--- config.mk ---
export PLATFORM = sky130hd
export DESIGN_NAME = spc_serial_control_two
export DESIGN_NICKNAME = d
export VERILOG_FILES = /design/src/shared/spc_pkg.sv /design/src/shared/spc_tx_if.sv /design/src/hdl/spc_shifter.sv /design/src/hdl/spc_serial_control_two.sv
export VERILOG_INCLUDE_DIRS = /design/src /design/src/shared
export SDC_FILE = /design/constraint.sdc
export NUM_CORES = 1
export LEC_CHECK = 0
export ABC_CLOCK_PERIOD_IN_PS = 8550
export BUFFER_PORTS_ARGS = -buffer_cell sky130_fd_sc_hd__buf_2
export CAP_MARGIN = 20
export CORE_MARGIN = 3
export CORE_UTILIZATION = 30
export DETAILED_ROUTE_END_ITERATION = 10
export PLACE_DENSITY_LB_ADDON = 0.1
export SKIP_LAST_GASP = 1
export SYNTH_ARGS = -nofsm -noshare
export SYNTH_HDL_FRONTEND = slang
export SYNTH_SLANG_ARGS = --single-unit
export TNS_END_PERCENT = 1
--- constraint.sdc ---
create_clock -name mclk -period 8.55 [get_ports mclk]
set_clock_uncertainty 0.1 [all_clocks]
set_input_delay 0.4275 -clock mclk [delete_from_list [all_inputs] [get_ports mclk]]
set_output_delay 0.4275 -clock mclk [all_outputs]
set_load 0.02 [all_outputs]
--- src/shared/spc_defines.svh ---
// Register map, field positions, reset values and frame counts of the serial port
`ifndef SPC_DEFINES_SVH
`define SPC_DEFINES_SVH
`define SPC_OFS_CTRL2 5'h00
`define SPC_OFS_CTRL1 5'h04
`define SPC_OFS_BAUD 5'h08
`define SPC_OFS_STATUS 5'h0c
`define SPC_OFS_DATA 5'h10
`define SPC_OFS_CTRL3 5'h14
`define SPC_B_TX_EMPTY_IRQ_EN 7
`define SPC_B_TX_DONE_IRQ_EN 6
`define SPC_B_RX_FULL_IRQ_EN 5
`define SPC_B_IDLE_LINE_IRQ_EN 4
`define SPC_B_TRANSMITTER_ON 3
`define SPC_B_RECEIVER_ON 2
`define SPC_B_RX_STANDBY 1
`define SPC_B_SEND_BREAK 0
`define SPC_B_LOOP_SELECT 7
`define SPC_B_RX_SOURCE_SELECT 5
`define SPC_B_NINE_BIT 4
`define SPC_B_WAKE_ADDR_MARK 3
`define SPC_B_LONG_BREAK_SELECT 0
`define SPC_B_SINGLE_WIRE_DIRECTION 1
`define SPC_CTRL2_RST 8'h00
`define SPC_CTRL1_RST 8'h00
`define SPC_CTRL3_RST 2'h0
`define SPC_BAUD_RST 13'h0004
`define SPC_LEN_CHAR8 4'ha
`define SPC_LEN_CHAR9 4'hb
`define SPC_LEN_BRK8 4'hd
`define SPC_LEN_BRK9 4'he
`define SPC_OS_LAST 4'hf
`define SPC_OS_MID 4'h7
`endif

--- src/shared/spc_pkg.sv ---
// Types shared by the serial port modules
package spc_pkg;
	typedef enum logic [1:0] {SPC_FR_DATA = 2'h0, SPC_FR_IDLE = 2'h1, SPC_FR_BREAK = 2'h2} spc_frame_t;
	typedef enum logic [1:0] {SPC_TX_IDLE = 2'b01, SPC_TX_SHIFT = 2'b10} spc_tx_state_t;
	typedef enum logic [2:0] {SPC_RX_IDLE = 3'b001, SPC_RX_START = 3'b010,
		SPC_RX_DATA = 3'b100} spc_rx_state_t;
endpackage

--- src/shared/spc_tx_if.sv ---
// Link between transmit control and the transmit shifter
interface spc_tx_if;
	import spc_pkg::*;
	logic bit_tick;
	logic start;
	spc_frame_t kind;
	logic [8:0] data;
	logic nine_bit;
	logic long_brk;
	logic busy;
	logic line;
	modport ctl (output bit_tick, output start, output kind, output data, output nine_bit,
		output long_brk, input busy, input line);
	modport shf (input bit_tick, input start, input kind, input data, input nine_bit,
		input long_brk, output busy, output line);
endinterface

--- src/hdl/spc_shifter.sv ---
// Transmit shifter: data, idle and break characters
`include "spc_defines.svh"
module spc_shifter (
	input wire logic mclk,
	input wire logic nrst,
	spc_tx_if.shf tx
);
	import spc_pkg::*;
	spc_tx_state_t st_q;
	logic [13:0] sh_q;
	logic [3:0] cnt_q;
	logic line_q;
	wire [3:0] char_len = tx.nine_bit ? `SPC_LEN_CHAR9 : `SPC_LEN_CHAR8;
	wire [3:0] brk_len = tx.long_brk ? (tx.nine_bit ? `SPC_LEN_BRK9 : `SPC_LEN_BRK8)
		: char_len;
	// Start, data LSB first, optional ninth bit, stop; spare top bits idle high
	wire [13:0] data_frame = tx.nine_bit ? {4'hf, tx.data[8], tx.data[7:0], 1'b0}
		: {5'h1f, tx.data[7:0], 1'b0};
	wire [13:0] frame = (tx.kind == SPC_FR_DATA) ? data_frame
		: (tx.kind == SPC_FR_IDLE) ? 14'h3fff : 14'h0000;
	wire [3:0] len = (tx.kind == SPC_FR_BREAK) ? brk_len : char_len;
	assign tx.busy = (st_q == SPC_TX_SHIFT);
	assign tx.line = line_q;
	always_ff @(posedge mclk or negedge nrst) begin
		if (!nrst) begin
			st_q <= SPC_TX_IDLE;
			sh_q <= 14'h0000;
			cnt_q <= 4'h0;
			line_q <= 1'b1;
		end else begin
			unique case (st_q)
				SPC_TX_IDLE: begin
					if (tx.start) begin
						sh_q <= frame;
						cnt_q <= len;
						st_q <= SPC_TX_SHIFT;
					end
				end
				SPC_TX_SHIFT: begin
					if (tx.bit_tick) begin
						if (cnt_q == 4'h0) begin
							line_q <= 1'b1;
							st_q <= SPC_TX_IDLE;
						end else begin
							line_q <= sh_q[0];
							sh_q <= {1'b1, sh_q[13:1]};
							cnt_q <= cnt_q - 4'h1;
						end
					end
				end
			endcase
		end
	end
endmodule // spc_shifter

--- src/hdl/spc_serial_control_two.sv ---
// Serial port with its second control register on an Avalon-MM slave
//
// Contract
// - Bit 7 lets the transmit-buffer-empty flag raise the interrupt.
// - Bit 6 lets the transmission-complete flag raise the interrupt.
// - Bit 5 lets the receive-full flag raise the interrupt.
// - Bit 4 lets the idle-line flag raise the interrupt.
// - Bit 3 turns the transmitter on and claims the transmit pin.
// - In single-wire mode a direction bit decides drive or receive.
// - Transmitter off then on while busy queues one idle character.
// - Transmitter keeps the pin until pending data, idle, break are sent.
// - Bit 2 turns the receiver on; off releases the receive pin.
// - Loop mode releases the receive pin even with receiver on.
// - Bit 1 set puts the receiver in standby awaiting wakeup.
// - Wakeup method picks idle line or address mark wakeup.
// - Software sets standby; hardware clears it on wakeup.
// - Send break set then cleared queues one break character.
// - Held send break keeps queuing breaks of 10/11 or 13/14 bits.
// - A second break may be queued before software clears the bit.
// - The control register is readable and writable at any time.
// - Loop mode feeds transmitter to receiver; source bit picks single wire.
// - Characters are start, 8 or 9 data bits LSB first, stop.
// - An idle character is 10 or 11 bit times high.
`include "spc_defines.svh"
module spc_serial_control_two (
	input wire logic mclk,
	input wire logic nrst,
	input wire logic [4:0] avs_address,
	input wire logic avs_read,
	input wire logic avs_write,
	input wire logic [31:0] avs_writedata,
	output logic [31:0] avs_readdata,
	output logic avs_waitrequest,
	input wire logic txd_in,
	output logic txd_out,
	output logic txd_oe_n,
	input wire logic rxd_in,
	output logic rx_pin_owned,
	output logic irq
);
	import spc_pkg::*;

	function automatic logic hit(input logic [4:0] a, input logic [4:0] ofs);
		hit = (a == ofs);
	endfunction

	spc_tx_if txi ();
	spc_shifter u_shifter (
		.mclk(mclk),
		.nrst(nrst),
		.tx(txi)
	);

	logic wait_q;
	logic [31:0] rdata_q;
	logic [7:0] ctrl2_q;
	logic [7:0] ctrl1_q;
	logic [1:0] ctrl3_q;
	logic [12:0] baud_q;
	logic [12:0] div_q;
	logic [3:0] os_q;
	logic [8:0] txbuf_q;
	logic tx_buffer_empty_flag_q;
	logic tc_q;
	logic idle_pend_q;
	logic brk_pend_q;
	logic start_q;
	spc_frame_t kind_q;
	logic [8:0] txdat_q;
	logic txd_out_q;
	logic txd_oe_n_q;
	logic rx_own_q;
	logic irq_q;
	logic [2:0] txs_q;
	logic [2:0] rxs_q;
	logic txf_q;
	logic rxf_q;
	spc_rx_state_t rst_q;
	logic [3:0] rph_q;
	logic [3:0] rbit_q;
	logic [8:0] rsh_q;
	logic [8:0] rxbuf_q;
	logic rx_full_flag_q;
	logic idle_q;
	logic idle_arm_q;
	logic [7:0] icnt_q;

	// Bus decode; every access is answered one cycle after it is seen
	wire req = avs_read | avs_write;
	wire acc = req & !wait_q;
	wire wr = acc & avs_write;
	wire rd = acc & avs_read;
	wire wr_c2 = wr & hit(avs_address, `SPC_OFS_CTRL2);
	wire wr_c1 = wr & hit(avs_address, `SPC_OFS_CTRL1);
	wire wr_c3 = wr & hit(avs_address, `SPC_OFS_CTRL3);
	wire wr_bd = wr & hit(avs_address, `SPC_OFS_BAUD);
	wire wr_dat = wr & hit(avs_address, `SPC_OFS_DATA);
	wire rd_dat = rd & hit(avs_address, `SPC_OFS_DATA);
	wire [7:0] wd = avs_writedata[7:0];

	wire te = ctrl2_q[`SPC_B_TRANSMITTER_ON];
	wire re = ctrl2_q[`SPC_B_RECEIVER_ON];
	wire standby = ctrl2_q[`SPC_B_RX_STANDBY];
	wire send_break = ctrl2_q[`SPC_B_SEND_BREAK];
	wire loop = ctrl1_q[`SPC_B_LOOP_SELECT];
	wire rx_source_select = ctrl1_q[`SPC_B_RX_SOURCE_SELECT];
	wire nine = ctrl1_q[`SPC_B_NINE_BIT];
	wire wake_am = ctrl1_q[`SPC_B_WAKE_ADDR_MARK];
	wire single_wire = loop & rx_source_select;
	wire [3:0] flags = {tx_buffer_empty_flag_q, tc_q, rx_full_flag_q, idle_q};

	wire [7:0] status = {flags, 4'h0};
	wire [31:0] rd_mux = hit(avs_address, `SPC_OFS_CTRL2) ? {24'h00_0000, ctrl2_q}
		: hit(avs_address, `SPC_OFS_CTRL1) ? {24'h00_0000, ctrl1_q}
		: hit(avs_address, `SPC_OFS_CTRL3) ? {30'h0000_0000, ctrl3_q}
		: hit(avs_address, `SPC_OFS_BAUD) ? {19'h0_0000, baud_q}
		: hit(avs_address, `SPC_OFS_STATUS) ? {24'h00_0000, status}
		: hit(avs_address, `SPC_OFS_DATA) ? {23'h00_0000, rxbuf_q}
		: 32'h0000_0000;

	always_ff @(posedge mclk or negedge nrst) begin
		if (!nrst) begin
			wait_q <= 1'b1;
			rdata_q <= 32'h0000_0000;
		end else begin
			wait_q <= !(req & wait_q);
			if (req & wait_q) begin
				rdata_q <= rd_mux;
			end
		end
	end

	// Baud divider, 16 ticks a bit; a new divisor restarts it, else the count could run to wrap
	wire os_tick = (baud_q != 13'h0000) && (div_q == baud_q - 13'h0001);
	wire bit_tick = os_tick && (os_q == `SPC_OS_LAST);
	always_ff @(posedge mclk or negedge nrst) begin
		if (!nrst) begin
			div_q <= 13'h0000;
			os_q <= 4'h0;
		end else if (os_tick || wr_bd || baud_q == 13'h0000) begin
			div_q <= 13'h0000;
			os_q <= (os_tick && !wr_bd) ? os_q + 4'h1 : 4'h0;
		end else begin
			div_q <= div_q + 13'h0001;
		end
	end

	// Transmit queue: break before idle before data
	wire te_rise = wr_c2 & !te & wd[`SPC_B_TRANSMITTER_ON];
	wire sbk_rise = wr_c2 & !send_break & wd[`SPC_B_SEND_BREAK];
	wire shf_free = !txi.busy & !start_q;
	wire ld_brk = shf_free & brk_pend_q;
	wire ld_idle = shf_free & !brk_pend_q & idle_pend_q;
	wire ld_data = shf_free & !brk_pend_q & !idle_pend_q & !tx_buffer_empty_flag_q & !wr_dat;
	wire pending = brk_pend_q | idle_pend_q | !tx_buffer_empty_flag_q;
	wire tx_owned = te | txi.busy | start_q | pending;
	wire sw_drive = !single_wire | ctrl3_q[`SPC_B_SINGLE_WIRE_DIRECTION];

	assign txi.bit_tick = bit_tick;
	assign txi.start = start_q;
	assign txi.kind = kind_q;
	assign txi.data = txdat_q;
	assign txi.nine_bit = nine;
	assign txi.long_brk = ctrl3_q[`SPC_B_LONG_BREAK_SELECT];

	always_ff @(posedge mclk or negedge nrst) begin
		if (!nrst) begin
			tx_buffer_empty_flag_q <= 1'b1;
			tc_q <= 1'b1;
			txbuf_q <= 9'h000;
			idle_pend_q <= 1'b0;
			brk_pend_q <= 1'b0;
			start_q <= 1'b0;
			kind_q <= SPC_FR_DATA;
			txdat_q <= 9'h000;
		end else begin
			start_q <= ld_brk | ld_idle | ld_data;
			if (wr_dat) begin
				txbuf_q <= avs_writedata[8:0];
				tx_buffer_empty_flag_q <= 1'b0;
			end else if (ld_data) begin
				tx_buffer_empty_flag_q <= 1'b1;
			end
			// A new request arriving as a queued one is taken keeps the queue set
			idle_pend_q <= te_rise | (idle_pend_q & !ld_idle);
			brk_pend_q <= sbk_rise | (ld_brk & send_break) | (brk_pend_q & !ld_brk);
			tc_q <= tx_buffer_empty_flag_q & !wr_dat & !te_rise & !sbk_rise & shf_free & !txi.busy
				& !idle_pend_q & !brk_pend_q;
			if (ld_brk) begin
				kind_q <= SPC_FR_BREAK;
			end else if (ld_idle) begin
				kind_q <= SPC_FR_IDLE;
			end else if (ld_data) begin
				kind_q <= SPC_FR_DATA;
				txdat_q <= txbuf_q;
			end
		end
	end

	// Pin inputs: three flops, a change counts once the last two agree
	always_ff @(posedge mclk or negedge nrst) begin
		if (!nrst) begin
			txs_q <= 3'h7;
			rxs_q <= 3'h7;
			txf_q <= 1'b1;
			rxf_q <= 1'b1;
		end else begin
			txs_q <= {txs_q[1:0], txd_in};
			rxs_q <= {rxs_q[1:0], rxd_in};
			if (txs_q[1] == txs_q[2]) begin
				txf_q <= txs_q[2];
			end
			if (rxs_q[1] == rxs_q[2]) begin
				rxf_q <= rxs_q[2];
			end
		end
	end

	wire rx_in = loop ? (rx_source_select ? txf_q : txi.line) : rxf_q;

	// Receiver: start validated at mid bit, bits sampled every 16 ticks
	wire [3:0] char_len = nine ? `SPC_LEN_CHAR9 : `SPC_LEN_CHAR8;
	wire [3:0] last_bit = nine ? 4'h9 : 4'h8;
	wire rx_done = os_tick & (rst_q == SPC_RX_DATA) & (rph_q == `SPC_OS_LAST)
		& (rbit_q == last_bit);
	wire wake_mark = standby & wake_am & rsh_q[8];
	wire accept = rx_done & (!standby | wake_mark);
	wire idle_hit = os_tick & (rst_q == SPC_RX_IDLE) & rx_in
		& (icnt_q == {char_len, 4'h0} - 8'h01);
	wire wake_idle = standby & !wake_am & idle_hit;

	always_ff @(posedge mclk or negedge nrst) begin
		if (!nrst) begin
			rst_q <= SPC_RX_IDLE;
			rph_q <= 4'h0;
			rbit_q <= 4'h0;
			rsh_q <= 9'h000;
			icnt_q <= 8'h00;
		end else if (!re) begin
			rst_q <= SPC_RX_IDLE;
			icnt_q <= 8'h00;
		end else if (os_tick) begin
			unique case (rst_q)
				SPC_RX_IDLE: begin
					rph_q <= 4'h0;
					rbit_q <= 4'h0;
					// Idle count saturates so the line is reported once per gap
					if (!rx_in) begin
						rst_q <= SPC_RX_START;
						icnt_q <= 8'h00;
					end else if (icnt_q != {char_len, 4'h0}) begin
						icnt_q <= icnt_q + 8'h01;
					end
				end
				SPC_RX_START: begin
					rph_q <= rph_q + 4'h1;
					if (rph_q == `SPC_OS_MID) begin
						rph_q <= 4'h0;
						rst_q <= rx_in ? SPC_RX_IDLE : SPC_RX_DATA;
					end
				end
				SPC_RX_DATA: begin
					rph_q <= rph_q + 4'h1;
					if (rph_q == `SPC_OS_LAST) begin
						rbit_q <= rbit_q + 4'h1;
						if (rbit_q == last_bit) begin
							rst_q <= SPC_RX_IDLE;
						end else begin
							rsh_q <= {rx_in, rsh_q[8:1]};
						end
					end
				end
			endcase
		end
	end

	// Flags: a hardware set wins over a software clear in the same cycle
	always_ff @(posedge mclk or negedge nrst) begin
		if (!nrst) begin
			rxbuf_q <= 9'h000;
			rx_full_flag_q <= 1'b0;
			idle_q <= 1'b0;
			idle_arm_q <= 1'b0;
		end else begin
			if (accept) begin
				rxbuf_q <= nine ? rsh_q : {1'b0, rsh_q[8:1]};
			end
			rx_full_flag_q <= accept | (rx_full_flag_q & !rd_dat);
			idle_q <= (idle_hit & idle_arm_q & !standby) | (idle_q & !rd_dat);
			idle_arm_q <= accept | (idle_arm_q & !idle_hit);
		end
	end

	// Registers; software write of standby wins over a wakeup in the same cycle
	always_ff @(posedge mclk or negedge nrst) begin
		if (!nrst) begin
			ctrl2_q <= `SPC_CTRL2_RST;
			ctrl1_q <= `SPC_CTRL1_RST;
			ctrl3_q <= `SPC_CTRL3_RST;
			baud_q <= `SPC_BAUD_RST;
		end else begin
			if (wr_c2) begin
				ctrl2_q <= wd;
			end else if (wake_mark & rx_done | wake_idle) begin
				ctrl2_q[`SPC_B_RX_STANDBY] <= 1'b0;
			end
			if (wr_c1) begin
				ctrl1_q <= wd;
			end
			if (wr_c3) begin
				ctrl3_q <= wd[1:0];
			end
			if (wr_bd) begin
				baud_q <= avs_writedata[12:0];
			end
		end
	end

	// Outputs
	always_ff @(posedge mclk or negedge nrst) begin
		if (!nrst) begin
			txd_out_q <= 1'b1;
			txd_oe_n_q <= 1'b1;
			rx_own_q <= 1'b0;
			irq_q <= 1'b0;
		end else begin
			txd_out_q <= txi.line;
			txd_oe_n_q <= !(tx_owned & sw_drive);
			rx_own_q <= re & !loop;
			irq_q <= |(flags & ctrl2_q[7:4]);
		end
	end

	assign avs_readdata = rdata_q;
	assign avs_waitrequest = wait_q;
	assign txd_out = txd_out_q;
	assign txd_oe_n = txd_oe_n_q;
	assign rx_pin_owned = rx_own_q;
	assign irq = irq_q;
endmodule // spc_serial_control_two

# == Word level (Yosys, flattened, before mapping) ==
# Cells that the tools add are included.
# word_totals
reg_bits,179
input_bits,43
elab_cells,253
# op_classes
add_sub_neg,8
eq_ne,33
n_mux,56
n_bitwise,72
reduce_logical,46
# ops
op,n
two-way mux 14 bit,5
two-way mux 13 bit,5
bitwise AND 1 bit,51
two-way mux 8 bit,5
two-way mux 4 bit,8
one-hot mux 14 bit (2 select lines),1
two-way mux 9 bit,3
zero test 1 bit,22
two-way mux 3 bit,7
OR 1 bit,17
one-hot mux 4 bit (2 select lines),2
two-way mux 2 bit,7
"adder 13 x 1 -> 13 bit, second input constant",1
== test 13 bit,1
zero test 13 bit,1
nonzero test 13 bit,1
"subtractor 13 x 1 -> 13 bit, second input constant",1
"adder 4 x 1 -> 4 bit, second input constant",3
one-hot mux 4 bit (3 select lines),1
AND reduction 3 bit,4
"== test 5 x 4 -> 1 bit, second input constant",2
"== test 5 bit, second input constant",2
two-way mux 10 bit,1
"!= test 2 x 1 -> 1 bit, second input constant",5
other kinds (34),59

# == Logic depth before layout (Yosys ltp) ==
# Gate-level depths: netlist of the first run.
# depth
depth_word,13
depth_mapped,12
ltp_nobuf,9

# == Modules after synthesis ==
# Synthesis of the first run repeated with hierarchy kept, for this count alone.
# hier_totals
hier_cells,822
hier_area_um2,8247.9
# modules_own_cells
mod,instances,cells_each,area_per_inst_um2,seq_area_each_um2
spc_serial_control_two,1,695,7064.3,3497.1
spc_shifter,1,127,1183.6,528.0

# == Worst setup path after synthesis of the first run ==
# No wires, ideal clock.
# synth_path
kind,register -> register
start,register baud_q[5]
end,register u_shifter.sh_q[7]
setup_time_ns,0.125
arrival_time_ns,2.940
required_ns,8.325
path_slack_ns,5.385
path_stages_with_launch,9
n_path_buf,1
period_less_slack_ns,3.165
cell_sequence,dfrtp_1 or4_1 nor3_1 mux2_2 a31oi_1 nand4_4 o31ai_4 buf_8 mux2_4
# synth_between
elab_chain_len,6
elab_cells_between_ends,7
# synth_rtl
element,line_no,source
from (decl),spc_serial_control_two.sv:59,logic [12:0] baud_q;
from (signal assigned),spc_serial_control_two.sv:300,baud_q <= `SPC_BAUD_RST;
from (signal assigned),spc_serial_control_two.sv:314,baud_q <= avs_writedata[12:0];
subtractor 13 x 1 -> 13 bit,spc_serial_control_two.sv:134,wire os_tick = (baud_q != 13'h0000) && (div_q == baud_q - 13'h0001);
== test 13 bit,spc_serial_control_two.sv:134,
logical AND 1 bit *,spc_serial_control_two.sv:134,
logical AND 1 bit *,spc_serial_control_two.sv:135,wire bit_tick = os_tick && (os_q == `SPC_OS_LAST);
!= test 2 x 1 -> 1 bit (no source line) *,--,
AND reduction 3 bit (no source line) *,--,
to (signal assigned),spc_shifter.sv:34,sh_q <= frame;
to (signal assigned),spc_shifter.sv:46,"sh_q <= {1'b1, sh_q[13:1]};"
to (decl),spc_shifter.sv:10,logic [13:0] sh_q;
# Every way passes the cells marked *; elsewhere a longest branch is shown, timed or not.
# A chain may end at the register's enable or synchronous reset.

# == Worst setup path after layout of the first run ==
# layout_path
start,register baud_q[0]
end,register icnt_q[4]
# layout_between
elab_chain_len,5
elab_cells_between_ends,6
# layout_rtl
element,line_no,source
subtractor 13 x 1 -> 13 bit,spc_serial_control_two.sv:134,
== test 13 bit,spc_serial_control_two.sv:134,
logical AND 1 bit *,spc_serial_control_two.sv:134,
!= test 2 x 1 -> 1 bit (no source line) *,--,
AND reduction 3 bit (no source line) *,--,
to (signal assigned),spc_serial_control_two.sv:252,icnt_q <= icnt_q + 8'h01;
to (decl),spc_serial_control_two.sv:86,logic [7:0] icnt_q;
# Marks and branches as above.

==> run summary, run 1 <==
In this run the remaining antenna-violating nets after routing total 0. The tools report the worst hold slack as 134 ps. The average size of a mapped cell is 10.5 um2, and the number of port buffers is 41.

The run gives 0 as the count of yosys warnings during synthesis. The logs give 0.330 for the relative max-transition margin and 4540 ps for the data arrival time at the worst-slack endpoint. The first global-routing pass estimated 33400 um of wire. The finished layout holds 1175 standard cells, fillers aside. The die is 172 um tall. The max-slew violation count is 0, and the clock insertion delay at the later pin of the skew report is 430 ps. For the H-tree level count, the log shows 4. The CTS clock-pin slew for the worst setup and hold paths came out at 70 ps.

Layout cell share with drive strength beyond 1: 0.237. TritonCTS built the clock tree. The post-route clock period utilization came out at 0.502. In the layout the commonest cells are sky130_fd_sc_hd__dfrtp_1 (143), sky130_fd_sc_hd__nand2_1 (78), sky130_fd_sc_hd__mux2_2 (70). STA classifies the critical path endpoint as a register. The die is 172 um wide. The tools report the maximum clock path buffer count as 2. By startpoint and endpoint, the worst setup path is classified as reg -> reg. The logs give 786 for the number of cells produced by synthesis and 9360 um2 for the final standard cell area without fillers. After detailed placement, the design holds a cell count of 1139. The total routing usage reported by global routing is 0.145.

In this run, post-CTS hold repair placed 2 buffers. The placed instances occupy a cell area of 8750 um2. The count of cell types in the netlist came out at 77.

For the floorplan row count, the log shows 60. In this run the cell area of the synthesized design comes to 8290 um2. The tools report the worst-case vdd ir drop as 0.000121 V. The run gives 4350 ps as the pre-CTS setup slack. The via count of the first global-routing pass was 5954. Routability congestion estimate: 0.799. The synthesized design contains 0 enable-type register cells.

Detailed routing inserted a total of 5936 vias. Among all flip-flop cells after synthesis, the most frequent one is sky130_fd_sc_hd__dfrtp_1. The tools report the element type at the critical path start as a register. The largest incremental delay on the critical path was 840 ps. Setup total negative slack on the finished layout was measured at 0 ps. The worst hold path belongs to the class in -> reg.

Global routing finished with a remaining overflow of 0. Setup violations remaining at the end of the flow were counted as 0. The library cell used most frequently in the layout, excluding fill and tap cells, is sky130_fd_sc_hd__dfrtp_1.

The first detailed-routing pass took 5 iterations. From synthesis to final layout, the design area changed by 12.9%. Max-cap violations in this run came to 0. Setup repair after global routing left no endpoint under its margin.

Using the TritonRoute via totals, the vias-per-cell ratio works out to 5.05. Area of the core: 27000 um2. In this run, post-CTS repair resized a total of 0 instances. In the routed design, unresolved DRC markers number 0. The final-report hold violation count was 0.

On the critical path, the stage with the largest delay is an instance of sky130_fd_sc_hd__nand4_1. The run finished with clean final reports. The total clock buffers created by CTS came out at 17.

Static timing analysis puts the maximum clock frequency at 233 MHz. The analysis attributes to cell leakage a power of 4.21 nW. Initial antenna violation count: 1. Setup slack on the critical path of the routed design comes to 4250 ps.

The async set or reset register ratio after synthesis was 1.00; the post-CTS setup repair buffer count was 0. The root buffer cell chosen for the clock tree is sky130_fd_sc_hd__clkbuf_16. The run gives 160 as the count of clock tree sinks. The die covers 29700 um2.

The number of top-level pins is 80, and the maximum number of pins on one net before global-route repair is 107. Most used cell along the critical path: sky130_fd_sc_hd__a21oi_1. The final wirelength is 20700 um. For the number of nets at the end of the flow, the log shows 874. The effective utilization at floorplan is 0.307, and the routed wirelength normalized by instance count is 17.6 um. The signal on the critical path passes through inv_1, ha_1, nor4b_1, and2_1, a31oi_1, a21oi_1, nand4_1, or4_1, a21oi_1. In this run, the number of DRC markers left after iteration 0 of detailed routing was 409. For the detailed-placement wirelength estimate, the log shows 14900 um.

For the pin with the worst max-slew slack, the measured transition is 1000 ps. The sequential-to-total area share from yosys stat came out at 0.486. Along the worst path, the maximum fanout reaches 20. The repair_antennas step left the layout with diodes totalling 0.

The flop and latch count out of synthesis came out at 160. For this design the ratio of total power to cell area is 207 nW/um2. STA puts the critical path data required time at 8790 ps.

The minimum period implied by the final worst setup slack is 4300 ps.
-- sequential cells by signal (all words and copies together) (netlist names), 4 cells and up --
| register | count |
|---|---|
| div_q | 13 |
| rph_q | 4 |
| txdat_q | 9 |
| rxbuf_q | 9 |
| ctrl2_q | 8 |
| ctrl1_q | 8 |
| avs_readdata | 13 |
| u_shifter.cnt_q | 4 |
| txbuf_q | 9 |
| rsh_q | 9 |
| icnt_q | 8 |
| rbit_q | 4 |
| os_q | 4 |
| u_shifter.sh_q | 14 |
| baud_q | 13 |
-- power breakdown --
part | total [mW] | switching [mW] | internal, mW | leakage (nW)
logic | 0.306 | 0.176 | 0.131 | 1.95
clock network | 0.713 | 0.330 | 0.383 | 0.267
registers | 0.919 | 0.0945 | 0.824 | 1.99
total | 1.94 | 0.600 | 1.34 | 4.21
-- logic make-up after synthesis --
group / count (synthesis) / share of synthesized area
DFF: 160 / 0.486
buffers and inverters: 79 / 0.0483
xor gates and xnor gates: 26 / 0.0291
AOI/OAI and AO/OA: 151 / 0.123
other: 1 / 0.000452
muxes: 96 / 0.131
and+or+nand+nor: 261 / 0.164
adders and majority gates: 12 / 0.0175
-- metrics by stage --
step | power [mW] | utilization
after CTS | 1.97 | 0.345
after global routing | 2.05 | 0.346
after detailed placement | 1.24 | 0.324
after global placement | 1.23 | 0.324
after floorplan | 1.14 | -
final | 1.94 | 0.346
-- cell type report --
| class | count | area (um2) |
|---|---|---|
| Fill cell | 2680 | 17700 |
| Sequential cell | 160 | 4030 |
| Multi-Input combinational cell | 565 | 3940 |
| Clock buffer | 18 | 439 |
| Tap cell | 341 | 427 |
| Timing Repair Buffer | 54 | 337 |
| Clock inverter | 14 | 109 |
| Inverter | 23 | 86.3 |
-- final timing paths --
check                      cells after the start              start    endpoint  slack [ps]
max                                            9          baud_q[0]   icnt_q[4]        4250
min                                            2  avs_writedata[11]  baud_q[11]         130
max reg2reg                                    9          baud_q[0]   icnt_q[4]        4250
min reg2reg                                    0           rxs_q[0]    rxs_q[1]         260
max in group asynchronous                      4               nrst  ctrl1_q[7]        6530
min in group asynchronous                      2               nrst   div_q[10]         370
-- worst max-delay path, delay by kind of cell, from the launching register on --
family / cells / cell delay, ps
compound gates: 3 / 560
simple gates: 4 / 2590
flops: 1 / 490
fa+ha+maj: 1 / 300
buf+inv: 1 / 150
-- Yosys cell counts, types with 9 or more instances --
cell type	n	area, um2
sky130_fd_sc_hd__ha_1	10	125
sky130_fd_sc_hd__dfrtp_1	143	3580
sky130_fd_sc_hd__o31ai_1	17	128
sky130_fd_sc_hd__clkbuf_1	25	93.8
sky130_fd_sc_hd__nor3_1	13	65.1
sky130_fd_sc_hd__o21ai_0	53	265
sky130_fd_sc_hd__a22oi_1	9	67.6
sky130_fd_sc_hd__xor2_1	13	114
sky130_fd_sc_hd__a21oi_1	21	105
sky130_fd_sc_hd__nand3_1	32	160
sky130_fd_sc_hd__buf_4	19	143
sky130_fd_sc_hd__nor2b_1	9	56.3
sky130_fd_sc_hd__nor2_1	50	188
sky130_fd_sc_hd__mux2i_1	18	180
sky130_fd_sc_hd__nand2_1	78	293
sky130_fd_sc_hd__dfstp_2	17	447
sky130_fd_sc_hd__xnor2_1	12	105
sky130_fd_sc_hd__mux2_2	70	788
sky130_fd_sc_hd__nand2b_1	16	100
sky130_fd_sc_hd__inv_1	23	86.3
-- layer usage --
metal	part of all wire	up-vias	wire [um]	GRT usage
li1	-	2851	-	-
met1	0.48	2955	10000	0.204
met2	0.46	111	9640	0.226
met3	0.042	17	878	0.0320
met4	0.0093	2	193	0.0399
met5	0.00063	-	13	0
No activity file was read; power rests on OpenSTA's default activity.
==> run 2, diff against run 1 <==
--- a/config.mk
+++ b/config.mk
@@ -6,7 +6,7 @@
 export SDC_FILE = /design/constraint.sdc
 export NUM_CORES = 1
 export LEC_CHECK = 0
-export ABC_CLOCK_PERIOD_IN_PS = 8550
+export ABC_CLOCK_PERIOD_IN_PS = 3750
 export BUFFER_PORTS_ARGS = -buffer_cell sky130_fd_sc_hd__buf_2
 export CAP_MARGIN = 20
 export CORE_MARGIN = 3
==> constraint.sdc (replaced) <==
create_clock -name mclk -period 3.75 [get_ports mclk]
set_clock_uncertainty 0.1 [all_clocks]
set_input_delay 0.1875 -clock mclk [delete_from_list [all_inputs] [get_ports mclk]]
set_output_delay 0.1875 -clock mclk [all_outputs]
set_load 0.02 [all_outputs]
==> run 2 against run 1 <==
Maximum frequency rose by 26%. Sequential power grew 120%. Register-to-register slack worse by 3900 ps. Non-clock buffer count up 26. Setup slack lost 3900 ps. Cell area increased by 2.9%. Critical endpoint is now rxbuf_q[3]. Largest cell class unchanged. Highest routed layer is now met4.
==> run summary, run 2 (synthesized netlist as in run 1, its figures left out) <==
The register with the most flip-flops in the layout has 14 of them. The final-report hold violation count is 0. The clock passes through at most 2 buffers. Cell internal power was estimated by the tool at 3.10 mW. The layout cell share with drive strength beyond 1 was 0.248.

The minimum period implied by the final worst setup slack was 3410 ps; the power density normalized to cell area was 471 nW/um2. Achievable clock frequency: 293 MHz. At the end of routability-driven placement, the weighted congestion stood at 0.845.

After floorplanning, the core was divided into 60 placement rows. After detailed routing, the number of remaining DRC violations is 0. The type of the worst setup path is reg -> reg. Clock-pin slew was measured on the worst setup and hold paths at 70 ps. The part of the power in registers is 0.455.

The highest net fanout along the worst path is 11. The element type at the critical path start was a register. The remaining number of nets flagged by the antenna check after routing is 0. The first global-routing pass estimated 33600 um of wire.

The number of placed instances, taps included, is 1154. The run gives 0.307 as the effective utilization at floorplan. Setup violations remaining at the end of the flow were counted as 0. The instance count along the most critical hold path came out at 3.

Setup repair after global routing left no endpoint under its margin. The via count of the first global-routing pass was 6023. The chip height is 172 um. The tools report the data required time at the worst endpoint as 3960 ps.

The analysis attributes to net switching a power of 1.44 mW. For the number of detailed-route iterations in the first pass, the log shows 5. The sort of element at the end of the critical path is a register. In this run, the number of DRC markers left after iteration 0 of detailed routing was 404. The fraction of power spent switching nets was 0.317. The tools report the initial antenna violation count as 0. The area added between synthesis and finish came out at 16.2%. Detailed routing inserted a total of 6084 vias. In this run the number of H-tree levels came out at 4. The repair_antennas step left the layout with diodes totalling 0.

After legalization and detailed placement, the total HPWL measured 15300 um. Data arrives at the worst endpoint at 3620 ps. The number of port buffers is 41. The post-route clock period utilization came out at 0.910. The tools report the total congestion overflow as 0. For the worst-case vdd ir drop, the log shows 0.000259 V. Traced cell by cell, the critical path runs through inv_1, ha_1, nor4b_2, and2_1, mux2i_1, a2111oi_1, nand4_2, a211o_1, mux2_4. The relative max-transition margin was 0.449; the worst-margin pin slew was 824 ps. The run finished with clean final reports. The logs give 0 ps for the post-route setup TNS and 21000 um for the final wirelength. For this run, the post-layout net count is 900.

The die covers 29700 um2. The tool flagged a number of max-cap violations equal to 0. The logs give 0.146 for the total routing usage reported by global routing and 1201 for the final instance count without filler cells. The clock net in this run drives a total of 160 sinks.

Slowest library cell on the worst path: sky130_fd_sc_hd__a2111oi_1. Leakage dissipation: 4.35 nW. The top cell types in the final layout, fill and taps aside, are sky130_fd_sc_hd__dfrtp_1 (143), sky130_fd_sc_hd__nand2_1 (78), sky130_fd_sc_hd__mux2_2 (70). Root buffer selected by CTS: sky130_fd_sc_hd__clkbuf_16.

For the clock insertion delay at the later pin of the skew report, the log shows 420 ps. After detailed routing, the average wire length per cell comes to 17.5 um. In this design, the stage delay of the slowest critical-path cell is 490 ps. The clock share of power was 0.380; the combinational fraction of design power was 0.165. Worst hold-check path type: in -> reg.

The library cell used most frequently in the layout, excluding fill and tap cells, is sky130_fd_sc_hd__dfrtp_1. Number of cell instances on the worst register-to-register path: 9. Counting the buffers created by CTS gives 17. Pin placement for this block handled 80 I/O pins. Using the TritonRoute via totals, the vias-per-cell ratio works out to 5.07. The die is 172 um wide. Maximum number of pins on one net before global-route repair: 101.

The largest register by flop count is u_shifter.sh_q. TritonCTS built the clock tree. For the max-slew violation count, the log shows 0. The area of the core was 27000 um2.
[run 2: changes by cell type in the layout (fill, tap and decap cells not counted), sizes merged]
cell,change
clkbuf,-1
buf,+14
clkinvlp,-2
inv,+3
dlygate4sd3,+12
[run 2: layout make-up]
type / instances / area (um2)
Fill cell: 2743 / 17400
Sequential cell: 160 / 4030
Multi-Input combinational cell: 565 / 3940
Timing Repair Buffer: 80 / 554
Tap cell: 341 / 427
Clock buffer: 17 / 425
Clock inverter: 15 / 169
Inverter: 23 / 86.3
[run 2: power groups by stage]
stage | Clock (mW) | Sequential [mW] | Combinational [mW]
5_1_grt | 1.86 | 2.09 | 0.839
4_1_cts | 1.78 | 2.07 | 0.763
6_report | 1.72 | 2.06 | 0.750
3_3_place_gp | 0 | 2.09 | 0.740
2_1_floorplan | 0 | 2.03 | 0.566
3_5_place_dp | 0 | 2.10 | 0.743
[run 2: layer usage]
| metal | part of all wire | GRT usage | vias to the layer above |
|---|---|---|---|
| li1 | - | - | 2902 |
| met1 | 0.49 | 0.201 | 3065 |
| met2 | 0.47 | 0.238 | 102 |
| met3 | 0.029 | 0.0267 | 15 |
| met4 | 0.013 | 0.0378 | 0 |
| met5 | 0 | 0 | - |
[run 2: worst paths after layout]
check | from | slack (ps) | end
max | baud_q[0] | 340 | rxbuf_q[3]
min | avs_writedata[3] | 10 | idle_pend_q
max reg2reg | baud_q[0] | 340 | rxbuf_q[3]
min reg2reg | rxs_q[0] | 260 | rxs_q[1]
max in group asynchronous | nrst | 2380 | tc_q
min in group asynchronous | nrst | 210 | div_q[12]
[run 2: stage by stage]
stage                     cell area, um2  power [mW]  utilization  hold slack [ps]  worst slack, ps
after global routing                9630        4.79        0.356             24.0              114
after global placement              8880        2.83        0.329              106              301
after detailed placement            8880        2.84        0.329              115              198
final                               9630        4.53        0.356             14.0              339
after floorplan                     8360        2.59            -             -208              585
after CTS                           9620        4.61        0.356             6.47              169
[run 2: worst max-delay path, delay by kind of cell (launching register included)]
kind | cells | cell delay (ps)
buf+inv | 1 | 140
compound gates | 2 | 980
fa+ha+maj | 1 | 300
mux | 2 | 470
simple gates | 3 | 840
flops | 1 | 470
[run 2: repair_timing]
action | CTS | global route
resized for setup | 0 | 1
setup buffers | 0 | 0
hold buffers | 15 | 0
endpoints found under the setup margin | 0 | 12
endpoints found under the hold margin | 82 | 0
==> run 3, diff against run 2 <==
--- a/config.mk
+++ b/config.mk
@@ -9,10 +9,12 @@
 export ABC_CLOCK_PERIOD_IN_PS = 3750
 export BUFFER_PORTS_ARGS = -buffer_cell sky130_fd_sc_hd__buf_2
 export CAP_MARGIN = 20
-export CORE_MARGIN = 3
+export CORE_MARGIN = 2
 export CORE_UTILIZATION = 30
+export CTS_CLUSTER_SIZE = 14
 export DETAILED_ROUTE_END_ITERATION = 10
 export PLACE_DENSITY_LB_ADDON = 0.1
+export SETUP_SLACK_MARGIN = 0.3
 export SKIP_LAST_GASP = 1
 export SYNTH_ARGS = -nofsm -noshare
 export SYNTH_HDL_FRONTEND = slang
==> run 3 against run 2 <==
Core utilization up 0.24 points. Final cell count increased by 0.25%. Worst hold slack better by 73 ps. Power rose by 3.1%. Non-clock buffer count up 3. Count of clock-buffer cells in the layout increased by 4. Sequential share of layout area decreased by 0.28 points. Maximum frequency up 4.9%. Global-route usage up 0.77 points. Cell area rose by 0.68%. Critical path depth unchanged. Via count grew 0.18%. Critical endpoint is now u_shifter.sh_q[10]. Largest cell class unchanged. Largest power group unchanged.
==> run summary, run 3 (synthesized netlist as in run 1, its figures left out) <==
The run finished with clean final reports. In this run the horizontal extent of the chip is 170 um. Global routing finished with a remaining overflow of 0. The tools report the pre-CTS setup slack as 203 ps.

The final instance count without filler cells is 1204, and the leakage dissipation is 4.37 nW. The filler cells instantiated in the layout total 2674. The post-CTS setup repair buffer count came out at 0.

The root buffer cell chosen for the clock tree is sky130_fd_sc_hd__clkbuf_16. The worst-case vdd ir drop was 0.000286 V. The post-route clock period utilization came out at 0.867. The placed instances occupy a cell area of 8870 um2. Setup repair after global routing could not meet its margin everywhere. The tools report the detailed-placement wirelength estimate as 15600 um. Number of nets at the end of the flow: 903.

For the data arrival time at the worst-slack endpoint, the log shows 3500 ps. The tools report the element type at the critical path start as a register. Walking the worst path, the cells encountered are or4_4, nor3_2, mux2_2, a31oi_1, nand4_4, o31ai_4, buf_4, buf_4, mux2i_1. The top cell types in the final layout, fill and taps aside, are sky130_fd_sc_hd__dfrtp_1 (143), sky130_fd_sc_hd__nand2_1 (78), sky130_fd_sc_hd__mux2_2 (70). The total routing usage reported by global routing was 0.154; the via count was 6095. The final wirelength came out at 21300 um. Counting stages on the worst path, the most repeated cell is sky130_fd_sc_hd__buf_4. The relative max-transition margin was 0.439; the area of the core was 27000 um2.

The total of endpoints with negative setup slack in the final report is 0, and the utilization after layout is 0.359. STA classifies the critical path endpoint as a register. Type of the worst setup path: reg -> reg.

In the final routed layout, each cell accounts on average for 17.7 um. From synthesis to final layout, the design area changed by 17.0%. The routed design could run at a clock period as short as 3250 ps. Counting along the longest clock path gives a buffer depth of 2.

In this run, the number of DRC markers left after iteration 0 of detailed routing was 370. Most common cell after layout, fill and taps aside: sky130_fd_sc_hd__dfrtp_1. Summing all flip-flop and latch instances after layout gives 4030 um2. The routability congestion estimate is 0.831, and the total area of multi-input combinational cells is 3980 um2. CTS saw 160 sinks. The first TritonRoute pass finished after 5 iterations. At the pin with the least slew margin, the transition time is 839 ps. The run gives 29000 um2 as the die footprint.

The count of unresolved DRC violations after routing was 0; the remaining number of nets flagged by the antenna check after routing was 0. For the clock insertion delay at the later pin of the skew report, the log shows 430 ps. After detailed routing, the number of vias per cell comes to 5.06. 0 antenna diodes ended up in the layout. The number of top-level pins was 80.

The chip height was 170 um; the final worst setup slack was 500 ps. The post-route setup TNS was 0 ps. The maximum number of pins on one net before global-route repair came out at 64. The final-report hold violation count was 0. The number of maximum-capacitance violations is 0.

The first global-routing pass estimated 34200 um of wire. The worst hold-check path type was in -> reg. The tools report the initial antenna violation count as 0. CTS built an H-tree with a depth of 4.

The via count of the first global-routing pass is 6078. The count of buffers added on input and output ports is 41. The post-placement cell count came out at 1155.

Power spread over the standard cell area amounts to 482 nW/um2. The CTS clock-pin slew for the worst setup and hold paths came out at 70 ps. Counting flops per register, the top entry is u_shifter.sh_q. Data on the critical path is required at its endpoint by 4000 ps.

TritonCTS built the clock tree. Counting the buffers created by CTS gives 17. The achievable clock frequency is 308 MHz. The highest net fanout along the worst path is 9, and the largest incremental delay on the critical path is 570 ps. The effective utilization at floorplan came out at 0.307. The final standard cell area without fillers came out at 9690 um2. The initialized floorplan defines 60 standard-cell rows. The layout cell share with drive strength beyond 1 works out to 0.253. The slowest stage of the critical path is the sky130_fd_sc_hd__or4_4 cell. The max-slew violation count came out at 0.

The register with the most flip-flops in the layout has 14 of them.
==> run 3: changes by cell type in the layout (fill, tap and decap cells not counted), sizes merged <==
| cell | previous run | this run |
|---|---|---|
| inv | 30 | 24 |
| bufinv | 0 | 4 |
| clkbuf | 17 | 21 |
| clkinv | 8 | 4 |
| buf | 65 | 67 |
| clkinvlp | 0 | 2 |
| dlygate4sd3 | 15 | 16 |
==> run 3: what timing repair did <==
| item | CTS | global route |
|---|---|---|
| endpoints found under the setup margin | 10 | 34 |
| cloned | 0 | 0 |
| hold buffers | 16 | 0 |
| hold endpoints to repair | 84 | 0 |
| resized for setup | 1 | 7 |
==> run 3: worst max-delay path, delay by kind of cell (launching register included) <==
family,cells,cell delay (ps)
AOI/OAI and AO/OA,2,610
buffers and inverters,2,430
DFF,1,490
muxes,2,580
and+or+nand+nor,3,970
==> run 3: final cells by class <==
class	count	share of cell area
Clock buffer	21	0.0465
Clock inverter	11	0.0169
Inverter	23	0.00891
Multi-Input combinational cell	565	0.410
Sequential cell	160	0.415
Tap cell	341	0.0440
Timing Repair Buffer	83	0.0585
==> run 3: report_power, final <==
part | switching, mW | internal [mW] | leakage, nW | total [mW]
registers | 0.188 | 1.88 | 1.99 | 2.07
clock network | 0.715 | 1.13 | 0.297 | 1.85
logic | 0.437 | 0.325 | 2.09 | 0.762
total | 1.34 | 3.33 | 4.37 | 4.68
==> run 3: per-layer routing <==
metal,track usage,wire length [um]
met3,0.0260,643
met2,0.242,9810
met4,0.0505,332
met1,0.215,10600
met5,0,0
==> run 3: stage by stage <==
step | hold slack, ps | total power [mW]
2_1_floorplan | -208 | 2.59
3_3_place_gp | 131 | 2.82
3_5_place_dp | 129 | 2.84
4_1_cts | 73.1 | 4.73
5_1_grt | 114 | 4.92
6_report | 86.6 | 4.68
==> run 3: final timing paths <==
| check | start | to | slack (ps) | cells after the start |
|---|---|---|---|---|
| max in group asynchronous | nrst | tc_q | 2330 | 3 |
| min | avs_write | brk_pend_q | 90 | 3 |
| max | baud_q[7] | u_shifter.sh_q[10] | 500 | 9 |
| max reg2reg | baud_q[7] | u_shifter.sh_q[10] | 500 | 9 |
| min in group asynchronous | nrst | div_q[11] | 220 | 2 |
| min reg2reg | rxs_q[0] | rxs_q[1] | 260 | 0 |
